$ cat src/pkg/srad_pkg.sv
`default_nettype none

package srad_pkg;

   ////////////////////////////////////////////////////////////////////////////
   // Register map
   localparam logic [5:0] ADDR_EXIT = 6'h00;
   localparam logic [5:0] ADDR_STATUS = 6'h01;
   localparam logic [5:0] ADDR_SERIAL_CFG = 6'h02;
   localparam logic [5:0] ADDR_DIAG_EN = 6'h21;
   localparam logic [5:0] ADDR_DIAG_ERR = 6'h22;
   localparam logic [5:0] ADDR_LIMIT_EN = 6'h25;
   localparam logic [5:0] ADDR_OVER = 6'h26;
   localparam logic [5:0] ADDR_UNDER = 6'h27;

   // Field positions
   localparam int ERR_ROM = 0;
   localparam int ERR_MAP = 1;
   localparam int ERR_IFACE = 2;
   localparam int ERR_WRITE = 3;
   localparam int ERR_READ = 4;
   localparam int CFG_HEADER = 0;

   // Values after reset
   localparam logic [7:0] DIAG_EN_RESET = 8'h01;
   localparam logic [7:0] REG_RESET = 8'h00;

   // Frame geometry and checksum
   localparam logic [4:0] WORD_SHORT = 5'h10;
   localparam logic [4:0] WORD_LONG = 5'h18;
   localparam logic [7:0] CRC_POLY = 8'h07;

   // Timing
   localparam int CLK_NS = 20;
   localparam int MAP_CHECK_NS = 4000;
   localparam int MAP_CHECK_CYCLES = MAP_CHECK_NS / CLK_NS;
   localparam int SCLK_PERIOD_NS = 320;
   localparam int SCLK_HALF_CYCLES = SCLK_PERIOD_NS / (2 * CLK_NS);

   typedef enum logic [1:0] {OP_READ, OP_WRITE, OP_ADC} srad_op_t;

   // CRC-8, x^8+x^2+x+1, zero seed, first bit first
   function automatic logic [7:0] srad_crc8(input logic [15:0] data);
      logic [7:0] c;
      c = 8'h00;
      for (int i = 15; i >= 0; i--)
      begin
         c = {c[6:0], 1'b0} ^ (((c[7] ^ data[i]) == 1'b1) ? CRC_POLY : 8'h00);
      end
      return c;
   endfunction

endpackage

`default_nettype wire

$ cat src/pkg/srad_if.sv
`timescale 1ns/1ps
`default_nettype none

// Serial link between controller and converter, all lines one-way
interface srad_if;
   logic sclk;
   logic cs_n;
   logic sdi;
   logic serial_out_first;
   logic [2:0] serial_out_other;

   modport dev (
      input sclk,
      input cs_n,
      input sdi,
      output serial_out_first,
      output serial_out_other
   );

   modport host (
      output sclk,
      output cs_n,
      output sdi,
      input serial_out_first,
      input serial_out_other
   );
endinterface

`default_nettype wire

$ cat src/rtl/srad_device.sv
// Contract
// - header enabled makes each channel 24 bits
// - header: reset, fault, open, over, under, channel
// - read frame starts 0,1, address, eight ignored
// - next frame returns address and register content
// - read in ADC mode keeps data, then registers
// - register mode returns previously addressed register
// - write to address zero returns to ADC
// - write frame 0,0, address, eight data bits
// - controller reads any register before write sequence
// - sample input on fall, shift on rise
// - other three outputs held low always
// - register mode outputs no conversion data
// - CRC enabled gives 24-bit register frames
// - read appends CRC of shifted sixteen bits
// - write CRC checked, mismatch sets error
// - any reset sets reset-seen flag
// - reset-seen cleared only by status read
// - over-limit flags sticky, clear by one/disable
// - under-limit flags sticky, clear by one/disable
// - logic fault is OR of error bits
// - trim CRC checked after reset, default on
// - map CRC rechecked every 4 us when enabled
//
`timescale 1ns/1ps
`default_nettype none

module srad_device (
   // Clock and reset
   input wire logic clk,
   input wire logic rstn,
   // Serial link
   srad_if.dev link,
   // Conversion results, same clock
   input wire logic [15:0] conv_data [8],
   input wire logic new_sample,
   // Analog monitors, asynchronous
   input wire logic [7:0] over_event,
   input wire logic [7:0] under_event,
   input wire logic open_event,
   input wire logic partial_reset,
   // Trim store, same clock
   input wire logic [15:0] rom_word,
   input wire logic [7:0] rom_crc,
   // Status
   output logic reg_mode_active,
   output logic logic_fault
);

   typedef struct packed {
      logic sclk_s1, sclk_s2, sclk_d;
      logic cs_s1, cs_s2, cs_d;
      logic sdi_s1, sdi_s2;
      logic [7:0] ovr_s1, ovr_s2, und_s1, und_s2;
      logic opn_s1, opn_s2, prst_s1, prst_s2, prst_d;
      logic init_done, reg_mode, map_dirty, reset_seen;
      logic [5:0] prev_addr;
      logic [23:0] rx, tx;
      logic [4:0] rx_cnt, out_cnt;
      logic [2:0] ch;
      logic [7:0] cfg, diag_en, diag_err, lim_en, over, under;
      logic [7:0] map_crc, map_tmr;
   } srad_dev_t;

   srad_dev_t s;
   srad_dev_t next_s;

   logic sclk_fall, sclk_rise, cs_fall, cs_rise, prst_edge;
   logic crc_on, fault, cmd_ok, crc_bad, do_wr, do_rd, wr_ok, map_tick;
   logic [4:0] word_len;
   logic [5:0] cmd_addr;
   logic [7:0] rd_val, status_val, map_now, err_set, w1c_err, w1c_over, w1c_under;
   logic [15:0] rd_word, cmd;
   logic [23:0] word;

   // Addresses that answer a read
   function automatic logic readable(input logic [5:0] a);
      return a == srad_pkg::ADDR_STATUS || a == srad_pkg::ADDR_SERIAL_CFG
         || a == srad_pkg::ADDR_DIAG_EN || a == srad_pkg::ADDR_DIAG_ERR
         || a == srad_pkg::ADDR_LIMIT_EN || a == srad_pkg::ADDR_OVER
         || a == srad_pkg::ADDR_UNDER;
   endfunction

   ////////////////////////////////////////////////////////////////////////////
   // Edges of the synchronised link lines and partial reset
   assign sclk_fall = s.sclk_d & ~s.sclk_s2;
   assign sclk_rise = ~s.sclk_d & s.sclk_s2;
   assign cs_fall = s.cs_d & ~s.cs_s2;
   assign cs_rise = ~s.cs_d & s.cs_s2;
   assign prst_edge = ~s.prst_d & s.prst_s2;

   // Fault summary and status image
   assign fault = |s.diag_err;
   assign status_val = {s.reset_seen, fault, s.opn_s2, |s.over, |s.under, 3'b000};

   // Read mux for the register being returned
   always_comb
   begin
      case (s.prev_addr)
         srad_pkg::ADDR_STATUS: rd_val = status_val;
         srad_pkg::ADDR_SERIAL_CFG: rd_val = s.cfg;
         srad_pkg::ADDR_DIAG_EN: rd_val = s.diag_en;
         srad_pkg::ADDR_DIAG_ERR: rd_val = s.diag_err;
         srad_pkg::ADDR_LIMIT_EN: rd_val = s.lim_en;
         srad_pkg::ADDR_OVER: rd_val = s.over;
         srad_pkg::ADDR_UNDER: rd_val = s.under;
         default: rd_val = 8'h00;
      endcase
   end

   // Word to shift: register image or conversion plus header
   assign crc_on = s.diag_en[srad_pkg::ERR_IFACE];
   assign rd_word = {2'b00, s.prev_addr, rd_val};
   assign word = s.reg_mode ? {rd_word, srad_pkg::srad_crc8(rd_word)}
      : {conv_data[s.ch], s.reset_seen, fault, s.opn_s2,
         s.over[s.ch], s.under[s.ch], s.ch};
   assign word_len = (s.reg_mode ? crc_on : s.cfg[srad_pkg::CFG_HEADER])
      ? srad_pkg::WORD_LONG : srad_pkg::WORD_SHORT;

   ////////////////////////////////////////////////////////////////////////////
   // Command decode at frame end; frames not of the expected 16 or 24 bits are ignored
   assign cmd_ok = cs_rise
      && s.rx_cnt == (crc_on ? srad_pkg::WORD_LONG : srad_pkg::WORD_SHORT);
   assign cmd = crc_on ? s.rx[23:8] : s.rx[15:0];
   assign cmd_addr = cmd[13:8];
   assign crc_bad = crc_on && srad_pkg::srad_crc8(cmd) != s.rx[7:0];
   assign do_wr = cmd_ok & ~crc_bad & ~cmd[15] & ~cmd[14];
   assign do_rd = cmd_ok & ~crc_bad & ~cmd[15] & cmd[14];
   assign wr_ok = cmd_addr == srad_pkg::ADDR_EXIT || (readable(cmd_addr)
      && cmd_addr != srad_pkg::ADDR_STATUS);
   assign w1c_err = (do_wr && cmd_addr == srad_pkg::ADDR_DIAG_ERR) ? cmd[7:0] : 8'h00;
   assign w1c_over = (do_wr && cmd_addr == srad_pkg::ADDR_OVER) ? cmd[7:0] : 8'h00;
   assign w1c_under = (do_wr && cmd_addr == srad_pkg::ADDR_UNDER) ? cmd[7:0] : 8'h00;

   // Memory map checksum over the writable configuration
   assign map_now = srad_pkg::srad_crc8({srad_pkg::srad_crc8({s.cfg, s.diag_en}), s.lim_en});
   assign map_tick = s.map_tmr == 8'(srad_pkg::MAP_CHECK_CYCLES - 1);

   // Error events; the trim check runs once, first cycle after reset
   always_comb
   begin
      err_set = 8'h00;
      err_set[srad_pkg::ERR_ROM] = ~s.init_done & s.diag_en[srad_pkg::ERR_ROM]
         & (srad_pkg::srad_crc8(rom_word) != rom_crc);
      err_set[srad_pkg::ERR_MAP] = map_tick & ~s.map_dirty
         & s.diag_en[srad_pkg::ERR_MAP] & (map_now != s.map_crc);
      err_set[srad_pkg::ERR_IFACE] = cmd_ok & crc_bad & ~cmd[15];
      err_set[srad_pkg::ERR_WRITE] = do_wr & ~wr_ok & s.diag_en[srad_pkg::ERR_WRITE];
      err_set[srad_pkg::ERR_READ] = do_rd & ~readable(cmd_addr)
         & s.diag_en[srad_pkg::ERR_READ];
   end

   ////////////////////////////////////////////////////////////////////////////
   // Next state
   always_comb
   begin
      next_s = s;
      // Two-stage synchronisers for everything off-domain
      next_s.sclk_s1 = link.sclk;
      next_s.sclk_s2 = s.sclk_s1;
      next_s.sclk_d = s.sclk_s2;
      next_s.cs_s1 = link.cs_n;
      next_s.cs_s2 = s.cs_s1;
      next_s.cs_d = s.cs_s2;
      next_s.sdi_s1 = link.sdi;
      next_s.sdi_s2 = s.sdi_s1;
      next_s.ovr_s1 = over_event;
      next_s.ovr_s2 = s.ovr_s1;
      next_s.und_s1 = under_event;
      next_s.und_s2 = s.und_s1;
      next_s.opn_s1 = open_event;
      next_s.opn_s2 = s.opn_s1;
      next_s.prst_s1 = partial_reset;
      next_s.prst_s2 = s.prst_s1;
      next_s.prst_d = s.prst_s2;
      next_s.init_done = 1'b1;

      // Bit engine; reload on rise only after a fall, so the first edge never
      // re-reads the register (and clears a flag twice)
      if (cs_fall)
      begin
         next_s.rx_cnt = 5'h00;
         next_s.out_cnt = 5'h00;
         next_s.tx = word;
      end
      else if (!s.cs_s2)
      begin
         if (sclk_fall)
         begin
            next_s.rx = {s.rx[22:0], s.sdi_s2};
            if (s.rx_cnt != 5'h1F)
               next_s.rx_cnt = s.rx_cnt + 5'h01;
            if (s.out_cnt == word_len - 5'h01)
            begin
               next_s.out_cnt = 5'h00;
               if (!s.reg_mode)
                  next_s.ch = s.ch + 3'h1;
            end
            else
               next_s.out_cnt = s.out_cnt + 5'h01;
         end
         if (sclk_rise && s.rx_cnt != 5'h00)
            next_s.tx = (s.out_cnt == 5'h00) ? word : {s.tx[22:0], 1'b0};
      end
      if (cs_rise)
         next_s.tx = 24'h000000;
      // Interrupted channel restarts; new sample restarts at the first
      if (new_sample || prst_edge)
         next_s.ch = 3'h0;

      // Mode changes only at frame end, so a read keeps ADC data to the end
      if (do_rd)
      begin
         next_s.reg_mode = 1'b1;
         next_s.prev_addr = cmd_addr;
      end
      if (do_wr)
      begin
         next_s.prev_addr = cmd_addr;
         case (cmd_addr)
            srad_pkg::ADDR_EXIT: next_s.reg_mode = 1'b0;
            srad_pkg::ADDR_SERIAL_CFG: next_s.cfg = cmd[7:0];
            srad_pkg::ADDR_DIAG_EN: next_s.diag_en = cmd[7:0];
            srad_pkg::ADDR_LIMIT_EN: next_s.lim_en = cmd[7:0];
            default: next_s.cfg = s.cfg;
         endcase
      end

      // Sticky flags: a new event wins over a clear in the same cycle
      next_s.reset_seen = (s.reset_seen & ~(cs_fall & s.reg_mode
         & s.prev_addr == srad_pkg::ADDR_STATUS)) | prst_edge;
      next_s.over = ((s.over & ~w1c_over) | (s.ovr_s2 & s.lim_en)) & s.lim_en;
      next_s.under = ((s.under & ~w1c_under) | (s.und_s2 & s.lim_en)) & s.lim_en;
      next_s.diag_err = ((s.diag_err & ~w1c_err) | err_set)
         & {3'b000, s.diag_en[4:0]};

      // Stored map checksum follows every write, checked each period
      next_s.map_dirty = do_wr;
      if (s.map_dirty || !s.diag_en[srad_pkg::ERR_MAP])
         next_s.map_crc = map_now;
      next_s.map_tmr = map_tick ? 8'h00 : s.map_tmr + 8'h01;
   end

   // State register; sclk and cs_n synchronisers reset to idle high
   always_ff @(posedge clk or negedge rstn)
   begin
      if (!rstn)
      begin
         s <= '0;
         s.cs_s1 <= 1'b1;
         s.cs_s2 <= 1'b1;
         s.cs_d <= 1'b1;
         s.sclk_s1 <= 1'b1;
         s.sclk_s2 <= 1'b1;
         s.sclk_d <= 1'b1;
         s.diag_en <= srad_pkg::DIAG_EN_RESET;
         s.cfg <= srad_pkg::REG_RESET;
         s.reset_seen <= 1'b1;
      end
      else
         s <= next_s;
   end

   ////////////////////////////////////////////////////////////////////////////
   // Outputs
   assign link.serial_out_first = s.tx[23];
   assign link.serial_out_other = 3'b000;
   assign reg_mode_active = s.reg_mode;
   assign logic_fault = fault;

endmodule

`default_nettype wire

$ cat src/flat_wrapper.sv
// flat-port wrapper written by rule: the top's interface ports become plain ports
module srad_device_flat 
  (clk, rstn, conv_data, new_sample, over_event, under_event, open_event, partial_reset, rom_word, rom_crc, reg_mode_active, logic_fault, link_sclk, link_cs_n, link_sdi, link_serial_out_first, link_serial_out_other);
  srad_if link_i ();
  input wire logic clk;
  input wire logic rstn;
  input wire logic [15:0] conv_data[8];
  input wire logic new_sample;
  input wire logic [7:0] over_event;
  input wire logic [7:0] under_event;
  input wire logic open_event;
  input wire logic partial_reset;
  input wire logic [15:0] rom_word;
  input wire logic [7:0] rom_crc;
  output logic reg_mode_active;
  output logic logic_fault;
  input wire logic [$bits(link_i.sclk)-1:0] link_sclk;
  input wire logic [$bits(link_i.cs_n)-1:0] link_cs_n;
  input wire logic [$bits(link_i.sdi)-1:0] link_sdi;
  output wire logic [$bits(link_i.serial_out_first)-1:0] link_serial_out_first;
  output wire logic [$bits(link_i.serial_out_other)-1:0] link_serial_out_other;
  assign link_i.sclk = link_sclk;
  assign link_i.cs_n = link_cs_n;
  assign link_i.sdi = link_sdi;
  assign link_serial_out_first = link_i.serial_out_first;
  assign link_serial_out_other = link_i.serial_out_other;
  srad_device u_core (.clk(clk), .rstn(rstn), .link(link_i), .conv_data(conv_data), .new_sample(new_sample), .over_event(over_event), .under_event(under_event), .open_event(open_event), .partial_reset(partial_reset), .rom_word(rom_word), .rom_crc(rom_crc), .reg_mode_active(reg_mode_active), .logic_fault(logic_fault));
endmodule
$ cat config.mk
export PLATFORM = sky130hd
export DESIGN_NAME = srad_device_flat
export DESIGN_NICKNAME = d
export VERILOG_FILES = /design/src/pkg/srad_pkg.sv /design/src/pkg/srad_if.sv /design/src/rtl/srad_device.sv /design/src/flat_wrapper.sv
export SDC_FILE = /design/constraint.sdc
export NUM_CORES = 1
export LEC_CHECK = 0
export ABC_CLOCK_PERIOD_IN_PS = 5300
export BUFFER_PORTS_ARGS = -buffer_cell sky130_fd_sc_hd__buf_2
export CAP_MARGIN = 20
export CORE_ASPECT_RATIO = 2
export CORE_MARGIN = 5
export CORE_UTILIZATION = 30
export DETAILED_ROUTE_END_ITERATION = 8
export PLACE_DENSITY = 0.58
export SYNTH_ARGS = -nofsm -noshare
export SYNTH_HDL_FRONTEND = slang
export SYNTH_SLANG_ARGS = --single-unit
$ cat constraint.sdc
create_clock -name clk -period 5.3 [get_ports clk]
set_input_delay 0.795 -clock clk [delete_from_list [all_inputs] [get_ports clk]]
set_output_delay 0.795 -clock clk [all_outputs]
set_load 0.05 [all_outputs]
Word level (Yosys, flattened, before mapping) --
Cells that the tools add are included.
Word-level totals: output and inout port bits 6, bits in registers 180
Cells by class: multiplexer cells 112, $lt $le $gt $ge 2, add/sub/neg operators 5, reductions and logical operators 37, bitwise operators 199, equal/unequal tests 27
Operators by type and width (count):
- 8-bit XOR | 73
- 3-bit two-way mux | 82
- 24-bit two-way mux | 4
- 1-bit XOR | 68
- 6-bit equality test, second input constant | 10
- 8-bit bitwise AND | 7
- 8-bit one-hot mux with 7 select lines | 1
- 16-bit binary-select mux with 3-bit select | 1
- 16-bit two-way mux | 3
- 37-bit two-way mux | 1
- 34-bit two-way mux | 1
- 8-bit two-way mux | 4
- 8-bit != test | 3
- 8-bit inverter | 3
- 8-bit OR reduction | 3
- 1-bit bitwise AND | 23
- 8-bit OR | 2
- 1-bit inverter | 14
- 13-bit two-way mux | 1
- 6-bit by 1-bit equality test with 1-bit output, second input constant | 2
- 6-bit by 2-bit equality test with 1-bit output, second input constant | 2
- 6-bit two-way mux | 2
- 5-bit by 1-bit adder with 5-bit output, second input constant | 2
- 5-bit equality test | 2
- other kinds (30) | 68

Longest topological paths before layout --
Gate-level depths: netlist (run 1).
depth in word-level cells 94, depth in mapped cells 18, depth with buffers taken out 12

Worst setup path before layout (run 1) --
No wires, ideal clock.
path type register to register, start register u_core.s, in the netlist u_core.crc_on, end register u_core.s[32] in the netlist's numbering, data required time 5.175 ns, setup time 0.125 ns, clock period less this slack 4.406 ns, stages on the path, launching flop included 18, data arrival time 4.281 ns, path slack 0.894 ns, cells stage by stage dfrtp_1 buf_6 clkbuf_1 clkbuf_1 clkbuf_1 nand2_1 o21ai_0 inv_1 ha_1 xnor2_1 xnor2_1 xnor2_1 mux2i_1 a2111oi_2 a21oi_2 or4_1 buf_4 mux2_4
Between the ends: elaborated cells between the ends (all ways) 60
RTL lines:
- start: declaration | line srad_device.sv:65 | srad_dev_t s;
- start signal: assignment | line srad_device.sv:261 | s <= next_s;
- 16-bit two-way mux (*) | line srad_device.sv:124 | assign cmd = crc_on ? s.rx[23:8] : s.rx[15:0];
- via u_core.cmd[10] | line srad_device.sv:73 | logic [15:0] rd_word, cmd;
- 1-bit XOR | line srad_pkg.sv:48 | c = {c[6:0], 1'b0} ^ (((c[7] ^ data[i]) == 1'b1) ? CRC_POLY : 8'h00);
- 3-bit two-way mux | line srad_pkg.sv:48
- 8-bit XOR (6 in series) | line srad_pkg.sv:48
- 8-bit XOR / 1-bit XOR (equally long branches) | line srad_pkg.sv:48
- 8-bit XOR, or another cell as far along | line srad_pkg.sv:48
- 1-bit XOR, or another cell as far along | line srad_pkg.sv:48
- 3-bit two-way mux / 8-bit XOR (equally long branches) | line srad_pkg.sv:48
- 8-bit XOR (3 in series) | line srad_pkg.sv:48
- 8-bit != test | line srad_device.sv:126 | assign crc_bad = crc_on && srad_pkg::srad_crc8(cmd) != s.rx[7:0];
- 1-bit logical AND | line srad_device.sv:126
- 1-bit inverter | line srad_device.sv:127 | assign do_wr = cmd_ok & ~crc_bad & ~cmd[15] & ~cmd[14];
- 1-bit bitwise AND (3 in series) | line srad_device.sv:127
- 2-bit AND reduction (no source line) (*)
Mark *: on every way through the listed nets, which the timed path passes. The rest lies on a longest branch. A chain may end at the register's enable or synchronous reset.

Worst setup path after layout (run 1) --
start register u_core.s, in the netlist u_core.crc_on, end register u_core.s[63] in the netlist's numbering
Between the ends: elaborated cells between the ends (all ways) 60
RTL lines (line):
- 16-bit two-way mux (*) | srad_device.sv:124
- via u_core.cmd[13] | srad_device.sv:73
- 1-bit XOR | srad_pkg.sv:48
- 3-bit two-way mux | srad_pkg.sv:48
- 8-bit XOR (6 in series) | srad_pkg.sv:48
- 1-bit XOR / 8-bit XOR (equally long branches) | srad_pkg.sv:48
- 3-bit two-way mux / 1-bit XOR (equally long branches) | srad_pkg.sv:48
- 8-bit XOR / 3-bit two-way mux (equally long branches) | srad_pkg.sv:48
- [... 6 more ...]
- 1-bit XOR / 3-bit two-way mux (equally long branches) | srad_pkg.sv:48
- 3-bit two-way mux / 8-bit XOR (equally long branches) | srad_pkg.sv:48
- 8-bit XOR | srad_pkg.sv:48
- 8-bit != test | srad_device.sv:126
- 1-bit logical AND | srad_device.sv:126
- 1-bit inverter | srad_device.sv:127
- 1-bit bitwise AND (3 in series) | srad_device.sv:127
- 2-bit AND reduction (no source line) (*)
Marked as above.

==> summary by stage, run 1 <==
Run status
The run finished with clean final reports.

Power
The share of total power dissipated in the clock network is 0.400. The total power after layout is 3268 uW. The fraction of power spent switching nets is 0.2920.

The standby leakage power is 0.005599 uW. The share of total power dissipated in combinational logic is 0.157. The areal power density over the cells is 253.8 mW/mm2.

The share of total power in sequential cells is 0.443. The internal power component is 2314 uW. The analysis attributes to net switching a power of 954.2 uW. IR analysis of the VDD net gives a maximum drop of 0.2360 mV.

Synthesis
In this run the mean area of a mapped cell was 10.93 um2. Synthesis inferred 177 register bits. The sequential-to-total area share from yosys stat is 0.4047.

Counting flops with a built-in enable in the synthesized netlist gives 0. For this run, the number of Yosys warnings is 0. The synthesized netlist contains 72 unique library cells. By area the synthesized netlist is led by dfrtp_1 (39%), xnor2_1 (8.9%), mux4_2 (7.4%).

The proportion of netlist area held by the largest area contributor is 0.3855. The share of synthesized registers carrying an async set or reset is 1.000. The number of instances in the synthesized netlist is 1,004.

The mapped netlist covers 0.01097 mm2. The library cell occupying the most area in the post-synthesis netlist is dfrtp_1. Among all flip-flop cells after synthesis, the most frequent one is dfrtp_1.

Final layout
The commonest non-fill, non-tap cell in the layout is buf_2. The final layout net count is 1,345. The area growth from synthesis to final layout is 17.38%. The fraction of final layout cells sized beyond drive strength 1 is 0.2930. 0 antenna diodes ended up in the layout.

The library cells used most frequently in the layout, excluding fill and tap cells, are buf_2 (177), dfrtp_1 (166), xnor2_1 (111).

Route
The remaining antenna violation count after routing is 0. The remaining routing DRC violations is 0. The routed layout has 8,397 vias. For this block, the initial DRC count from the detailed router was 402. Using the TritonRoute via totals, the vias-per-cell ratio works out to 5.190. Summed over all layers, the routed wires come to 33,610 um. In the final routed layout, each cell accounts on average for 20.77 um. Before antenna repair, the detailed router went through 5 iterations.

Place
The wire-length estimate of the detail-placed layout is 26,740 um. Routability-driven placement finished with a final weighted congestion of 0.9081. The count of input and output buffers is 178.

Clock network
After clock tree synthesis, the flow added hold-fix buffers numbering 0. The clock transition at the registers of the reported paths is 0.08 ns. The clock latency on the worst-skew pair is 0.45 ns. The total CTS buffers is 17. Gates resized during post-CTS repair numbered 0. The H-tree was split into 4 levels.

Once the clock tree was built, the setup fixing pass inserted 0 buffers. The count of clock tree sinks is 177. TritonCTS built the clock tree. Counting along the longest clock path gives a buffer depth of 2. The buffer type at the clock tree root is clkbuf_16.

Critical path
Among cell families on the critical path, the largest total delay comes from multiplexers. The number of buffers and inverters on the critical path is 3. Along the worst path, the maximum fanout reaches 18.

The type of origin of the critical path is a flip-flop. Walking the worst path, the cells encountered are buf_4 -> mux2_2 -> inv_1 -> ha_1 -> xnor3_1 -> and2_1 -> mux2i_1 -> a2111oi_2 -> a21oi_2 -> buf_4 -> nor3_2 -> mux2_2. At the worst endpoint, the required time is 5.64 ns. The worst setup path is captured at a flip-flop. At the worst endpoint, the arrival time is 4.59 ns. The largest individual stage delay along the critical path comes from the cell dfrtp_1.

The largest stage delay on the critical path is 0.79 ns. The critical path is of the reg -> reg type.

Floorplan
The chip width is 145.2 um. The starting density of the core is 0.3023. The die covers 0.04073 mm2. The core region is 0.03629 mm2. Pin placement for this block handled 182 I/O pins.

The die span in y is 280.4 um. The initialized floorplan defines 99 standard-cell rows.

Global routing
The number of global-route vias before repair is 8,975. The first global-routing pass estimated 51,880 um of wire. The total routing usage reported by global routing is 0.1645. The pin count of the biggest net entering global routing is 106. The initial antenna violation count is 0.

The final global-route overflow total is 0.

Timing
The slew at the pin with the worst max-slew slack is 0.9729 ns. The count of final setup violators is 0. The achievable frequency is 0.2351 GHz. Setup repair after global routing left no endpoint under its margin. The setup TNS is 0 ns. The worst slew margin relative to its limit is 0.3423.

Of the available clock period, the critical path in the final layout requires 0.8025. The final number of max-transition violations is 0. The hold violation total from the final report is 0. The setup skew after layout is 0.01131 ns. The minimum clock period is 4.253 ns.

Run
Across the run, the number of max-cap violations was 0.

Worst hold path
The min-delay analysis places its worst path in the category in -> async.
==> per-stage QoR <==
step	area, um2	hold WS (ns)	utilization	instances	worst slack [ns]
after floorplan	10980	0.3312	-	1006	0.8937
after global placement	12270	0.3325	0.3380	1586	1.146
after detailed placement	12270	0.3355	0.3380	1586	1.064
after CTS	12880	0.3496	0.3548	1618	1.056
after global routing	12880	0.3583	0.3548	1618	0.6715
final	12880	0.3424	0.3548	1618	1.047
==> power by group through the flow <==
stage | Combinational, uW | Sequential (uW) | Clock [uW]
finish | 512 | 1450 | 1310
global route | 564 | 1460 | 1400
CTS | 522 | 1450 | 1340
detailed placement | 519 | 1480 | 0
global placement | 513 | 1470 | 0
floorplan | 337 | 1450 | 0
==> per-layer routing <==
metal	vias to the layer above	wire length, um	track usage	part of all wire
met5	-	0	0	0
met4	0	2510	0.1180	0.075
met3	100	1617	0.03459	0.048
met1	4107	10700	0.1490	0.32
met2	308	18780	0.3172	0.56
li1	3882	-	-	-
==> cell type report <==
| type | count | area (um2) |
|---|---|---|
| Multi-Input combinational cell | 744 | 6182 |
| Tap cell | 454 | 568.0 |
| Clock buffer | 17 | 425.4 |
| Timing Repair Buffer | 189 | 992.2 |
| Fill cell | 3620 | 23420 |
| Sequential cell | 177 | 4443 |
| Inverter | 22 | 82.58 |
| Clock inverter | 15 | 183.9 |
==> state kept, by name, indices dropped and copies added (netlist names) <==
| name | cells |
|---|---|
| u_core.next_s | 24 |
| u_core.s | 144 |
| u_core.crc_on | 1 |
| u_core.reg_mode_active | 1 |
| u_core.rd_word | 6 |
| u_core.link.serial_out_first | 1 |
==> worst reg2reg max path: stages, from the launching register on <==
cell and delay (ns):
dfrtp_1 0.79, buf_4 0.29, mux2_2 0.37, inv_1 0.07, ha_1 0.24, xnor3_1 0.40, and2_1 0.13, mux2i_1 0.09
a2111oi_2 0.32, a21oi_2 0.21, buf_4 0.25, nor3_2 0.57, mux2_2 0.41
==> path summary, 6_finish.rpt <==
| kind | from | depth (start not counted) | slack [ns] | endpoint |
|---|---|---|---|---|
| max in group asynchronous | rstn | 2 | 3.91 | u_core.s[64] |
| min | rstn | 1 | 0.34 | u_core.next_s[172] |
| min reg2reg | u_core.next_s[138] | 0 | 0.35 | u_core.s[138] |
| min in group clk | u_core.next_s[138] | 0 | 0.35 | u_core.s[138] |
| max reg2reg | u_core.crc_on | 12 | 1.05 | u_core.s[63] |
| max | u_core.crc_on | 12 | 1.05 | u_core.s[63] |
==> Yosys cell counts, types with 13 or more instances <==
master / number
a211oi_1: 39
nor2b_1: 20
xnor3_1: 13
nor3_1: 15
inv_1: 21
dfrtp_1: 169
mux2_4: 15
mux2i_1: 27
nand2_1: 71
nor2_1: 53
xnor2_1: 111
clkbuf_1: 41
mux2_2: 45
ha_1: 18
o21ai_0: 65
mux4_2: 36
a21oi_1: 47
xor2_1: 47
==> cells by family (layout without fill, tap and decap cells) <==
family                     count (synthesis)  count (layout)  share of synthesized area
adders and majority gates                 18              18                    0.02053
other                                      2               4                  0.0006846
buffers and inverters                     85             243                    0.03319
AOI/OAI and AO/OA                        210             210                     0.1229
DFF                                      177             177                     0.4047
and+or+nand+nor                          215             215                    0.09443
xor gates and xnor gates                 172             172                     0.1550
muxes                                    125             125                     0.1686
Note: power is estimated with default switching activity, not from simulation.
==> run 2: changes to the inputs <==
ABC_AREA = 1   (was default)
ABC_CLOCK_PERIOD_IN_PS = 4200   (was 5300)
clock period = 4.2 ns   (was 5.3 ns; I/O delays follow)
==> summary by stage, run 2 <==
Synthesis
Sorting the synthesized cells by area gives the leading types as dfrtp_1 (36%), nand2_1 (17%), o21ai_0 (6.4%). The average instance area after synthesis came to 7.126 um2 (-35%). The most used flip-flop cell after synthesis is dfrtp_1.

The library cell occupying the most area in the post-synthesis netlist is dfrtp_1. The number of warnings reported in the yosys synthesis log is 0 (unchanged). The most common cell in the synthesized netlist is nand2_1. The share of synthesized registers carrying an async set or reset was 1.000 (unchanged). The proportion of netlist area held by the largest area contributor was 0.3623 (-0.02318).

The number of unique standard cell types used by synthesis was 48 (-33%). The number of instances in the synthesized netlist came to 1,638 (+63%). The number of enable-type register cells in the synthesized netlist is 0 (unchanged). Ranked by instance count, the synthesized netlist is headed by nand2_1 (516), inv_1 (194), dfrtp_1 (169), o21ai_0 (149), nand3_1 (104). The count of state elements after synthesis is 177 (unchanged).

The post-synth design cell area is 0.01167 mm2 (+6.4%). The sequential-to-total area share from yosys stat is 0.3803 (-0.02433).

Final layout
The fraction of final layout cells sized beyond drive strength 1 came to 0.1541 (-0.1389). The commonest non-fill, non-tap cell in the layout is nand2_1. The register with the most flip-flops is u_core.s.

The number of inserted diodes is 0 (unchanged). In the layout the commonest cells are nand2_1 (516), inv_1 (194), buf_2 (177). The final layout net count came to 1,992 (+48%). Compared with the post-synthesis result, the final layout area differs by 17.62%. The layout filler cell count is 4,098 (+13%). The number of standard cells in the layout, taps in and fillers out was 2,331 (+44%). The number of flip-flops under the largest register name is 144 (unchanged).

Place
The routability congestion estimate from global placement is 0.9209 (+1.4%). The number of cells after detailed placement is 2,299 (+45%). The count of input and output buffers is 178 (unchanged). The final HPWL from detailed placement is 32,460 um (+21%).

Floorplan
The chip width is 149.5 um (+2.9%). The placeable core area is 0.03867 mm2 (+6.5%). The site row count is 102 (+3.0%). The number of I/O pins is 182 (unchanged). The full die area is 0.04319 mm2 (+6.1%). The die span in y is 289.0 um (+3.0%).

The starting density of the core came to 0.3019 (-0.0004211).

Critical path
The worst-case reg-to-reg path depth was 24 (+12). The worst register-to-register path ends at u_core.s[33]. STA classifies the critical path startpoint as a flip-flop. The arrival time of the worst setup path is 4.00 ns (-0.59 ns).

The data required time of the worst path is 4.52 ns (-1.12 ns). The critical setup path kind is reg -> reg. The top fanout value on the critical path is 30 (+12). The reg-to-reg setup timing slack is 0.52 ns (-0.53 ns). The worst setup path is captured at a flip-flop. The source of the critical timing path is u_core.crc_on. The startpoint identified for the worst register-to-register timing path is u_core.crc_on.

Global routing
The global-route wire length before repair is 61,010 um (+18%). The total routing usage reported by global routing is 0.1838 (+0.01923). The final global-route overflow total came to 0 (unchanged). The pin count of the biggest net entering global routing is 86 (-19%). The number of global-route vias before repair is 11,480 (+28%). The initial antenna violation count is 0 (unchanged).

Clock network
The number of buffers added to fix hold violations after cts is 0 (unchanged). The post-cts resize count is 0 (unchanged). CTS placed an instance of clkbuf_16 at the clock tree root. The count of clock tree sinks is 177 (unchanged). The total CTS buffers is 17 (unchanged). The clock transition at the registers of the reported paths is 0.08 ns (about the same). The number of buffers inserted by post-CTS setup repair is 0 (unchanged). The clock latency on the worst-skew pair is 0.45 ns (about the same). The CTS H-tree depth is 4 (unchanged).

The TritonCTS clock tree is built. The maximum clock insertion buffer count is 2 (unchanged).

Route
The remaining routing DRC violations is 0 (unchanged). The remaining antenna violation count after routing is 0 (unchanged). The average wire per cell in the routed design is 17.18 um (-17%).

The iteration-0 DRC count of the detailed router was 594 (+48%). The via count is 11,610 (+38%). The number of detailed-routing iterations run before antenna repair is 5 (unchanged).

The final wirelength is 40,050 um (+19%). The number of vias per cell came to 4.981 (-4.0%).

Timing
The worst slew margin relative to its limit is 0.4711 (+0.1288). The minimum clock period is 3.682 ns (-0.5711 ns). Setup repair after global routing left no endpoint under its margin. The achievable frequency came to 0.2716 GHz (+16%). The hold violation total from the final report was 0 (unchanged). The count of final setup violators came to 0 (unchanged). The slew at the pin with the worst max-slew slack came to 0.7934 ns (-0.1795 ns). The setup TNS came to 0 ns (unchanged). The ratio of final minimum period to clock period came to 0.8766 (+0.07419). The setup skew after layout came to 0.01032 ns (-0.0009898 ns). The final number of max-transition violations is 0 (unchanged). The worst-case hold slack is 0.2241 ns (-0.1183 ns).

Worst hold path
The tightest min-delay check is of the in -> async type.

Power
The maximum resistive drop on vdd is 0.2379 mV (+0.80%). The areal power density over the cells is 305.7 mW/mm2 (+20%). The standby leakage power is 0.006647 uW (+19%).

Run status
The flow ran to the end, and the final reports show no timing, DRC or antenna violations.

Run
The number of violations of the max-capacitance limit was 0 (unchanged).
==> run 2: cell type report <==
class / instances / area, um2 / area share
Clock inverter: 14 / 186.4 / 0.01358
Clock buffer: 18 / 439.2 / 0.03199
Timing Repair Buffer: 195 / 1052 / 0.07664
Sequential cell: 177 / 4442 / 0.3235
Tap cell: 520 / 650.6 / 0.04739
Multi-Input combinational cell: 1207 / 6208 / 0.4522
Inverter: 200 / 750.7 / 0.05468
==> run 2: cell families (layout without fill, tap and decap cells) <==
| kind of cell | Yosys count | in the layout | synth area share |
|---|---|---|---|
| xor+xnor | 73 | 73 | 0.05542 |
| flops | 177 | 177 | 0.3803 |
| fa+ha+maj | 18 | 18 | 0.01930 |
| other cells | 2 | 4 | 0.0006434 |
| buf+inv | 256 | 427 | 0.08865 |
| compound gates | 363 | 363 | 0.1920 |
| simple gates | 749 | 749 | 0.2637 |
==> run 2: how the worst max path moves through the flow <==
| stage | endpoint | slack [ns] | depth (start not counted) |
|---|---|---|---|
| after CTS | u_core.s[33] | 0.50 | 24 |
| after detailed placement | u_core.s[33] | 0.52 | 24 |
| final | u_core.s[33] | 0.52 | 24 |
| after global placement | u_core.s[33] | 0.57 | 24 |
| after global routing | u_core.s[36] | 0.17 | 24 |
| after floorplan | u_core.s[38] | 1.18 | 26 |
==> run 2: power by group <==
part | switching (uW) | leakage (uW) | internal (uW)
clock | 805 | 0.000304 | 877
combinational | 415 | 0.00404 | 260
sequential | 52.8 | 0.00230 | 1790
total | 1270 | 0.00665 | 2920
==> run 2: metrics by stage <==
stage / cell area [um2] / total power [uW] / setup slack [ns] / util
6_report: 13730 / 4197 / 0.5181 / 0.3550
2_1_floorplan: 11680 / 2279 / 1.181 / -
4_1_cts: 13730 / 4252 / 0.4985 / 0.3550
3_3_place_gp: 13100 / 2543 / 0.5702 / 0.3389
5_1_grt: 13730 / 4393 / 0.1742 / 0.3550
3_5_place_dp: 13100 / 2552 / 0.5202 / 0.3389
==> run 2: metal layers <==
metal / routed length, um / GRT usage / vias to the layer above
li1: - / - / 5703
met1: 12760 / 0.1579 / 5320
met2: 21700 / 0.3629 / 435
met3: 2082 / 0.02692 / 152
met4: 3509 / 0.1478 / 0
met5: 0 / 0 / -
==> run 2: worst max-delay path, cell delays in order, from the launching register on <==
cell,delay [ns]
dfrtp_2,0.80
nand2_1,0.13
o21ai_2,0.15
inv_1,0.13
ha_1,0.36
inv_1,0.09
nand2_1,0.05
nand2_1,0.07
nand2_1,0.05
nand2_1,0.14
inv_1,0.07
nand2_1,0.08
nand3_1,0.09
nand2_1,0.08
nand2_1,0.05
nand2_1,0.05
nand3_1,0.06
nor2_1,0.11
nand2_2,0.09
nand2_4,0.10
nand2_4,0.13
nor2_8,0.16
nand4_4,0.27
nand2_1,0.17
o21ai_2,0.06
